[src/core/lcd_control_defines.vh]
// Constants for the segment LCD display controller
`ifndef LCD_CONTROL_DEFINES_VH
`define LCD_CONTROL_DEFINES_VH

// Control register field positions
`define LCD_CONTROL_BANK_BIT       0
`define LCD_CONTROL_SRC_BIT        1
`define LCD_CONTROL_LATCH_EN_BIT   2
`define LCD_CONTROL_OUT_EN_BIT     3
`define LCD_CONTROL_CTRL_RESET     4'hc

// Display memory window
`define LCD_CONTROL_DISP_LO        8'hb0
`define LCD_CONTROL_DISP_HI        8'hff
`define LCD_CONTROL_NUM_SEG        40
`define LCD_CONTROL_NUM_COM        16
`define LCD_CONTROL_COMS_PER_BANK  8

// Clock division: crystal 32768 Hz to 16384 Hz base is /2, system /64
`define LCD_CONTROL_XTAL_BASE_DIV  2
`define LCD_CONTROL_SYS_BASE_DIV   64
`define LCD_CONTROL_XTAL_N_DEF     0
`define LCD_CONTROL_SYS_N_DEF      0

// Bias levels for 1/4 bias, coded as level index 0..4
`define LCD_CONTROL_LVL_W          3
`define LCD_CONTROL_LVL_GND        3'h0
`define LCD_CONTROL_LVL_Q1         3'h1
`define LCD_CONTROL_LVL_Q3         3'h3
`define LCD_CONTROL_LVL_TOP        3'h4

`endif

[src/core/lcd_control_tick_gen.v]
// LCD scan tick generator with selectable source and build-time division
`timescale 1ns/100ps
`default_nettype none
`include "lcd_control_defines.vh"

module lcd_control_tick_gen #(
  parameter XTAL_N = `LCD_CONTROL_XTAL_N_DEF,
  parameter SYS_N  = `LCD_CONTROL_SYS_N_DEF
) (
  input  wire mclk,
  input  wire reset,
  input  wire src_sys,
  input  wire xtal_edge,
  output reg  tick
);

  // Terms worked out at full width, then cut to the counter's 16 bits
  localparam integer XTAL_TERM_I = `LCD_CONTROL_XTAL_BASE_DIV << XTAL_N;
  localparam integer SYS_TERM_I  = `LCD_CONTROL_SYS_BASE_DIV << SYS_N;
  localparam [15:0]  XTAL_TERM   = XTAL_TERM_I[15:0];
  localparam [15:0]  SYS_TERM    = SYS_TERM_I[15:0];

  reg [15:0] div_reg;
  reg [15:0] div_next;
  reg        tick_next;
  reg        src_d_reg;

  // Count crystal edges or system cycles; restart on source change
  always @* begin
    div_next  = div_reg;
    tick_next = 1'b0;
    if (src_sys != src_d_reg) begin
      div_next = 16'h0000;
    end else if (src_sys || xtal_edge) begin
      if (div_reg == (src_sys ? SYS_TERM : XTAL_TERM) - 16'h0001) begin
        div_next  = 16'h0000;
        tick_next = 1'b1;
      end else begin
        div_next = div_reg + 16'h0001;
      end
    end
  end

  always @(posedge mclk) begin
    if (reset) begin
      div_reg   <= 16'h0000;
      tick      <= 1'b0;
      src_d_reg <= 1'b0;
    end else begin
      div_reg   <= div_next;
      tick      <= tick_next;
      src_d_reg <= src_sys;
    end
  end

endmodule
`default_nettype wire

[src/core/lcd_control_display.v]
// Segment LCD controller: control register, display memory, scan and latch
//
// Functional notes
// - Control bit 0 selects which display bank drives commons 0-7 or 8-15.
// - Control bit 1 picks crystal (0) or system clock (1) as LCD source.
// - Control bit 3 high enables segment and common driving, low disables.
// - Output enable never alters display memory contents.
// - Crystal source gives 16384 Hz over two to the n, n 0-7.
// - System source gives system frequency over 64 over two to the n.
// - Forty segments, sixteen commons, 1/16 duty, 1/4 bias.
// - Display memory read and written like ordinary data memory.
// - Optional falling-edge latch on input pin three of second port.
// - Latch cleared when control bit 2 goes 1 to 0, unless a fall arrives in that cycle; bit enables latch.
// - Display data lives at B0-FF of two banks, fetched automatically.
`timescale 1ns/100ps
`default_nettype none
`include "lcd_control_defines.vh"

module lcd_control_display #(
  parameter XTAL_N      = `LCD_CONTROL_XTAL_N_DEF,
  parameter SYS_N       = `LCD_CONTROL_SYS_N_DEF,
  parameter LATCH_OPTION = 1
) (
  input  wire        mclk,
  input  wire        reset,
  input  wire        ctrl_wr,
  input  wire [3:0]  ctrl_wdata,
  output reg  [3:0]  lcd_control,
  input  wire        mem_wr,
  input  wire        mem_rd,
  input  wire        mem_bank,
  input  wire [7:0]  mem_addr,
  input  wire [3:0]  mem_wdata,
  output reg  [3:0]  mem_rdata,
  output reg         mem_hit,
  input  wire        crystal_32k_clock,
  input  wire        latch_pin,
  output reg         edge_latched_input,
  output reg  [119:0] seg_level,
  output reg  [47:0]  com_level,
  output reg  [3:0]   active_com
);

  localparam NSEG = `LCD_CONTROL_NUM_SEG;
  localparam NCOM = `LCD_CONTROL_NUM_COM;
  localparam LW   = `LCD_CONTROL_LVL_W;
  localparam DEPTH = 160; // Two banks of 80 nibbles, B0..FF

  // Display memory; no reset, contents random at power-up
  reg [3:0] disp_mem [0:DEPTH-1];

  reg [1:0] xtal_sync_reg;
  reg       xtal_d_reg;
  reg [1:0] pin_sync_reg;
  reg       pin_d_reg;
  reg [3:0] scan_reg;
  reg [3:0] scan_next;
  reg       frame_reg;
  reg       frame_next;
  reg [3:0] ctrl_next;
  reg [3:0] rdata_next;
  reg       hit_next;
  reg       latch_next;
  wire      latch_clear;
  wire      tick;
  wire      xtal_edge;
  wire      pin_fall;
  wire      mem_in_range;
  wire [7:0] mem_index;

  // True when an address falls in the display window
  function in_window;
    input [7:0] a;
    begin
      in_window = (a >= `LCD_CONTROL_DISP_LO) && (a <= `LCD_CONTROL_DISP_HI);
    end
  endfunction

  // Linear index: bank times 80 plus offset into window
  function [7:0] mem_idx;
    input       b;
    input [7:0] a;
    reg   [7:0] off;
    begin
      off     = a - `LCD_CONTROL_DISP_LO;
      mem_idx = (b ? 8'h50 : 8'h00) + off;
    end
  endfunction

  // Segment level; polarity flips each frame to keep the panel DC-free
  function [LW-1:0] seg_drive;
    input on;
    input frm;
    begin
      if (on) begin
        seg_drive = frm ? `LCD_CONTROL_LVL_TOP : `LCD_CONTROL_LVL_GND;
      end else begin
        seg_drive = frm ? `LCD_CONTROL_LVL_Q1 : `LCD_CONTROL_LVL_Q3;
      end
    end
  endfunction

  // Common level: scanned common at a rail, the rest at one or three quarters
  function [LW-1:0] com_drive;
    input sel;
    input frm;
    begin
      if (sel) begin
        com_drive = frm ? `LCD_CONTROL_LVL_GND : `LCD_CONTROL_LVL_TOP;
      end else begin
        com_drive = frm ? `LCD_CONTROL_LVL_Q3 : `LCD_CONTROL_LVL_Q1;
      end
    end
  endfunction

  assign mem_in_range = in_window(mem_addr);
  assign mem_index    = mem_idx(mem_bank, mem_addr);

  // Control fields by name; bank select and output enable steer the drive
  wire      lcd_bank_select;
  wire      lcd_src_system;
  wire      lcd_latch_enable;
  wire      lcd_output_enable;
  assign lcd_bank_select   = lcd_control[`LCD_CONTROL_BANK_BIT];
  assign lcd_src_system    = lcd_control[`LCD_CONTROL_SRC_BIT];
  assign lcd_latch_enable  = lcd_control[`LCD_CONTROL_LATCH_EN_BIT];
  assign lcd_output_enable = lcd_control[`LCD_CONTROL_OUT_EN_BIT];

  // Next control value; only the accumulator move strobe loads it
  always @* begin
    ctrl_next = lcd_control;
    if (ctrl_wr) begin
      ctrl_next = ctrl_wdata;
    end
  end

  // Control register; reset leaves the panel on and the latch armed
  always @(posedge mclk) begin
    if (reset) begin
      lcd_control <= `LCD_CONTROL_CTRL_RESET;
    end else begin
      lcd_control <= ctrl_next;
    end
  end

  // Core access path, same timing as data memory: one-cycle read
  always @(posedge mclk) begin
    if (mem_wr && mem_in_range) begin
      disp_mem[mem_index] <= mem_wdata;
    end
  end

  // Read answer; addresses outside the window read as zero, no hit
  always @* begin
    hit_next   = (mem_rd || mem_wr) && mem_in_range;
    rdata_next = 4'h0;
    if (mem_rd && mem_in_range) begin
      rdata_next = disp_mem[mem_index];
    end
  end

  always @(posedge mclk) begin
    if (reset) begin
      mem_rdata <= 4'h0;
      mem_hit   <= 1'b0;
    end else begin
      mem_hit   <= hit_next;
      mem_rdata <= rdata_next;
    end
  end

  // Crystal and pin inputs come from outside; two flops first
  always @(posedge mclk) begin
    if (reset) begin
      xtal_sync_reg <= 2'b00;
      xtal_d_reg    <= 1'b0;
      pin_sync_reg  <= 2'b11; // Idle high: no false fall after reset
      pin_d_reg     <= 1'b1;
    end else begin
      xtal_sync_reg <= {xtal_sync_reg[0], crystal_32k_clock};
      xtal_d_reg    <= xtal_sync_reg[1];
      pin_sync_reg  <= {pin_sync_reg[0], latch_pin};
      pin_d_reg     <= pin_sync_reg[1];
    end
  end

  // Crystal must be well below mclk for edge sampling to be exact
  assign xtal_edge = xtal_sync_reg[1] & ~xtal_d_reg;
  assign pin_fall  = ~pin_sync_reg[1] & pin_d_reg;

  lcd_control_tick_gen #(
    .XTAL_N (XTAL_N),
    .SYS_N  (SYS_N)
  ) u_tick (
    .mclk      (mclk),
    .reset     (reset),
    .src_sys   (lcd_src_system),
    .xtal_edge (xtal_edge),
    .tick      (tick)
  );

  // Clear request: latch enable written from one to zero
  assign latch_clear = ctrl_wr && lcd_latch_enable &&
                       !ctrl_wdata[`LCD_CONTROL_LATCH_EN_BIT];

  // Edge latch; a fall in the clearing cycle still sets it, so no
  // edge is lost to a clear that software issues at the same time
  always @* begin
    latch_next = edge_latched_input;
    if (LATCH_OPTION != 0 && lcd_latch_enable && pin_fall) begin
      latch_next = 1'b1;
    end else if (latch_clear) begin
      latch_next = 1'b0;
    end
  end

  always @(posedge mclk) begin
    if (reset) begin
      edge_latched_input <= 1'b0;
    end else begin
      edge_latched_input <= latch_next;
    end
  end

  // Scan counter runs regardless of output enable, so switching the
  // panel back on picks up mid-frame with no restart
  always @* begin
    scan_next  = scan_reg;
    frame_next = frame_reg;
    if (tick) begin
      scan_next = scan_reg + 4'h1;
      if (scan_reg == 4'hf) begin
        frame_next = ~frame_reg; // Frame inversion keeps panel DC-free
      end
    end
  end

  always @(posedge mclk) begin
    if (reset) begin
      scan_reg  <= 4'h0;
      frame_reg <= 1'b0;
    end else begin
      scan_reg  <= scan_next;
      frame_reg <= frame_next;
    end
  end

  // Segment drive: bit of the selected bank for the active common
  genvar s;
  generate
    for (s = 0; s < NSEG; s = s + 1) begin : g_seg
      localparam integer SEG_NIB_I = 2 * s;
      localparam [7:0]   SEG_NIB   = SEG_NIB_I[7:0];
      wire       row_hit;
      wire [7:0] nib_addr;
      wire [7:0] nib_idx;
      wire       on_bit;
      // Each segment owns two nibbles: commons 0-3 and 4-7 of a bank
      assign row_hit  = (scan_reg[3] == lcd_bank_select);
      assign nib_addr = `LCD_CONTROL_DISP_LO + SEG_NIB + {7'h00, scan_reg[2]};
      assign nib_idx  = mem_idx(lcd_bank_select, nib_addr);
      assign on_bit   = row_hit & disp_mem[nib_idx][scan_reg[1:0]];
      always @(posedge mclk) begin
        if (reset) begin
          seg_level[s*LW +: LW] <= `LCD_CONTROL_LVL_GND;
        end else if (!lcd_output_enable) begin
          seg_level[s*LW +: LW] <= `LCD_CONTROL_LVL_GND;
        end else begin
          seg_level[s*LW +: LW] <= seg_drive(on_bit, frame_reg);
        end
      end
    end
  endgenerate

  // Common drive: selected common at rail, others at quarter levels
  genvar c;
  generate
    for (c = 0; c < NCOM; c = c + 1) begin : g_com
      always @(posedge mclk) begin
        if (reset) begin
          com_level[c*LW +: LW] <= `LCD_CONTROL_LVL_GND;
        end else if (!lcd_output_enable) begin
          com_level[c*LW +: LW] <= `LCD_CONTROL_LVL_GND;
        end else begin
          com_level[c*LW +: LW] <= com_drive(scan_reg == c, frame_reg);
        end
      end
    end
  endgenerate

  // Scan index, delayed to line up with the levels it names
  always @(posedge mclk) begin
    if (reset) begin
      active_com <= 4'h0;
    end else begin
      active_com <= scan_reg;
    end
  end

endmodule
`default_nettype wire

[config.mk]
export PLATFORM = sky130hd
export DESIGN_NAME = lcd_control_display
export DESIGN_NICKNAME = d
export VERILOG_FILES = /design/src/core/lcd_control_tick_gen.v /design/src/core/lcd_control_display.v
export VERILOG_INCLUDE_DIRS = /design/src /design/src/core
export SDC_FILE = /design/constraint.sdc
export NUM_CORES = 1
export LEC_CHECK = 0
export BUFFER_PORTS_ARGS = -buffer_cell sky130_fd_sc_hd__buf_2
export CAP_MARGIN = 15
export CORE_MARGIN = 2
export CORE_UTILIZATION = 61
export DETAILED_ROUTE_END_ITERATION = 12
export PLACE_DENSITY = 0.8
export SETUP_SLACK_MARGIN = 0.15
export SYNTH_ARGS = -nofsm -noshare
export SYNTH_HDL_FRONTEND = slang
export SYNTH_SLANG_ARGS = --single-unit
[constraint.sdc]
create_clock -name mclk -period 2.43 [get_ports mclk]
set_input_delay 0 -clock mclk [delete_from_list [all_inputs] [get_ports mclk]]
set_output_delay 0 -clock mclk [all_outputs]
set_load 0.01 [all_outputs]
==> run_results.csv <==
group,metric,value,unit
grt,use_met1,45.8,%
logic_synthesis,async_flop_share,0,%
clock_network,cts_max_level,3,
die,dieArea,61300,um^2
detailed_routing,vias_per_cell,6.98,
setup_path,cp-start-kind,"flop",
layout,drive_above_1_share,38.3,%
logic_synthesis,synthCells,2140,
setup_path,path_buf_inv,3,
grt,grtUsageMet2,57.7,%
logic_synthesis,netlist-cell-type-count,50,
grt,grt_pass1_wl,159000,um
setup_path,critical_path_class,"reg -> reg",
timing,fin_tns_setup,0,ps
die,start_util,61.5,%
timing,fmax,0.414,GHz
run_status,status,"finished clean",
logic_synthesis,synth_warnings,0,
detailed_routing,wl_per_cell,32.5,um
timing,fin_ws,16.7,ps
setup_path,critPathMostFrequentCell,"mux4_2",
logic_synthesis,synth-seq-cells,851,
setup_path,endpoint_kind,"flop",
detailed_routing,drtIter0Drc,3383,
die,die_x,248,um
logic_synthesis,postSynthAreaPerCell,16.9,um^2
detailed_routing,dr.pass1.iters,5,
layout,nFillCells,3202,
setup_path,cp.required,2970,ps
layout,fin_nets,2580,
grt,grt_pass1_vias,23900,
detailed_routing,vias,23600,
power_and_ir_drop,p_per_area,722,nW/um^2
layout,top_regs,"disp_mem (640), seg_level (120), com_level (48)",
timing,slew_headroom,44.7,%
logic_synthesis,syn_area,36200,um^2
place,gp_congestion,0.964,
layout,area_growth,20.1,%
grt,grt-ovfl-total,0,
flow_run,maxCapViolations,0,
grt,gr-usage-all-layers,36.2,%
logic_synthesis,synth_ff_type,"edfxtp_1",
timing,finalMaxSlewViolations,0,
timing,rsz0062_at_grt,"yes",
timing,tightestPinTransition,828,ps
place,place.detailed.hpwl,71400,um
clock_network,cts_made_buffers,83,
layout,multiInputGateArea,12200,um^2
clock_network,path_clk_slew,70,ps
clock_network,root_buffer,"clkbuf_16",
clock_network,clock_latency,650,ps
logic_synthesis,yosysSeqAreaShare,64.7,%
setup_path,crit_fanout,6,
timing,fin_skew,26.1,ps
power_and_ir_drop,static-leakage-power,0.0151,uW
die,core_area,58900,um^2
clock_network,cts_tree,"yes",
detailed_routing,totalWireLength,110000,um
timing,fin_crit,2410,ps
detailed_routing,ant_nets,0,
timing,setup_viol,0,
grt,grt_max_degree,80,
grt,grtUsageMet3,9.78,%
detailed_routing,route.detailed.drc,0,
timing,hold_viol_final,0,
setup_path,crit_family,"multiplexers",
die,row_count,89,
logic_synthesis,syn_nets,2173,
place,portBuffers,205,
setup_path,cpPeakStageDelay,580,ps
clock_network,clk_path_buf_depth,3,
place,dp_slack,-111,ps
layout,largest_reg_flops,640,
clock_network,cts.sinks,851,
timing,finalCritPeriodShare,99.3,%
setup_path,crit_chain,"buf_12 -> buf_16 -> buf_8 -> mux4_2 -> mux4_2 -> nor2b_4 -> and3_4",
setup_path,arrival,2960,ps
setup_path,slowest_stage,"mux4_2",
die,io-pin-count,206,
die,die_h,248,um
grt,antenna_found_initial,2,
logic_synthesis,synth_edf_count,640,
layout,regMostFlops,"disp_mem",
grt,busiest_layer,"met2",
power_and_ir_drop,ir_drop,0.731,mV
layout,seq_area,23500,um^2
worst_hold_path,hp-class,"in -> reg",
metal layers:
layer	vias to the layer above	routed length [um]
met5	-	13
met4	2	6580
met3	392	14700
met2	2066	52600
met1	11900	36200
li1	9316	-
path summary, 6_finish.rpt:
path	from	end	slack (ps)	cells past startpoint
worst max-delay path	scan_reg[2]	seg_level[110]	20	7
worst min register to register	pin_sync_reg[0]	pin_sync_reg[1]	410	1
worst max register to register	scan_reg[2]	seg_level[110]	20	7
worst min-delay path	mem_addr[3]	mem_rdata[1]	60	4
cell usage in the layout (no fill, tap or decap), drive strengths merged, types with 6 or more instances in the layout:
master       instances
clkinv              23
a211oi              18
clkbuf             110
inv                 22
a311oi               6
xnor2               11
mux4               342
nand3               15
mux2i               22
dlygate4sd3         22
nand2               69
a21oi               55
nor2b               62
nor2               289
a22oi               63
bufinv               8
ha                   9
dfxtp              211
edfxtp             640
nand2b               6
and2                 8
and3                57
buf                462
nor3                 7
xor2                10
or2                  6
cells in the mapped netlist, types with 22 or more instances:
master / n / share of area (%)
a21oi_1: 55 / 0.76
clkbuf_1: 82 / 0.85
nand2_1: 69 / 0.72
a22oi_1: 63 / 1.3
dfxtp_1: 211 / 12
nor2_1: 289 / 3.0
edfxtp_1: 640 / 53
mux4_2: 342 / 21
and3_1: 57 / 0.98
buf_1: 25 / 0.26
mux2i_1: 22 / 0.61
nor2b_1: 61 / 1.1
buf_2: 31 / 0.43
through the flow:
stage | instance area, um^2 | util, % | power [uW] | instances | hold slack (ps)
2_1_floorplan | 36200 | - | 17100 | 2140 | 71.6
3_3_place_gp | 39700 | 67.4 | 18100 | 3186 | 188
3_5_place_dp | 39700 | 67.4 | 18200 | 3186 | 195
4_1_cts | 43200 | 73.4 | 31300 | 3379 | 29.6
5_1_grt | 43500 | 73.8 | 32000 | 3386 | 120
6_report | 43500 | 73.8 | 31400 | 3387 | 58.9
cell type report:
| class | instances | area share [%] |
|---|---|---|
| clock inverters | 42 | 1.09 |
| clock buffers | 109 | 5.38 |
| well taps | 773 | 2.22 |
| diodes | 1 | 0.00576 |
| inverters | 14 | 0.130 |
| multi-input cells | 1112 | 28.1 |
| flip-flops and latches | 851 | 54.0 |
| repair buffers | 485 | 9.17 |
kinds of logic after synthesis:
group | Yosys count | share of synthesized area [%]
AO/OA/AOI/OAI | 180 | 3.39
flip-flops | 851 | 64.7
XOR/XNOR | 22 | 0.574
AND/OR/NAND/NOR | 535 | 6.74
adder cells (fa/ha/maj) | 9 | 0.311
multiplexers | 366 | 21.9
buffers and inverters | 177 | 2.30
repair_timing:
action	4_1_cts	5_1_grt
hold endpoints to repair	192	0
pin swaps	0	8
gates resized for setup	48	35
hold buffers	22	0
buffers inserted	15	6
endpoints found under the setup margin	52	70
gates cloned	5	1
tightest hold or removal path, cell delays in order:
cell      delay (ps)
buf_2            180
inv_1            170
o211ai_1         130
a41oi_1          160
power breakdown:
group          total (uW)  switching (uW)  internal [uW]  leakage (uW)
Combinational        2230            1350            878       0.00623
Clock               13300            5640           7690       0.00140
Sequential          15800            76.3          15700       0.00748
Total               31400            7070          24300        0.0151
No activity file was read; power rests on OpenSTA's default activity.
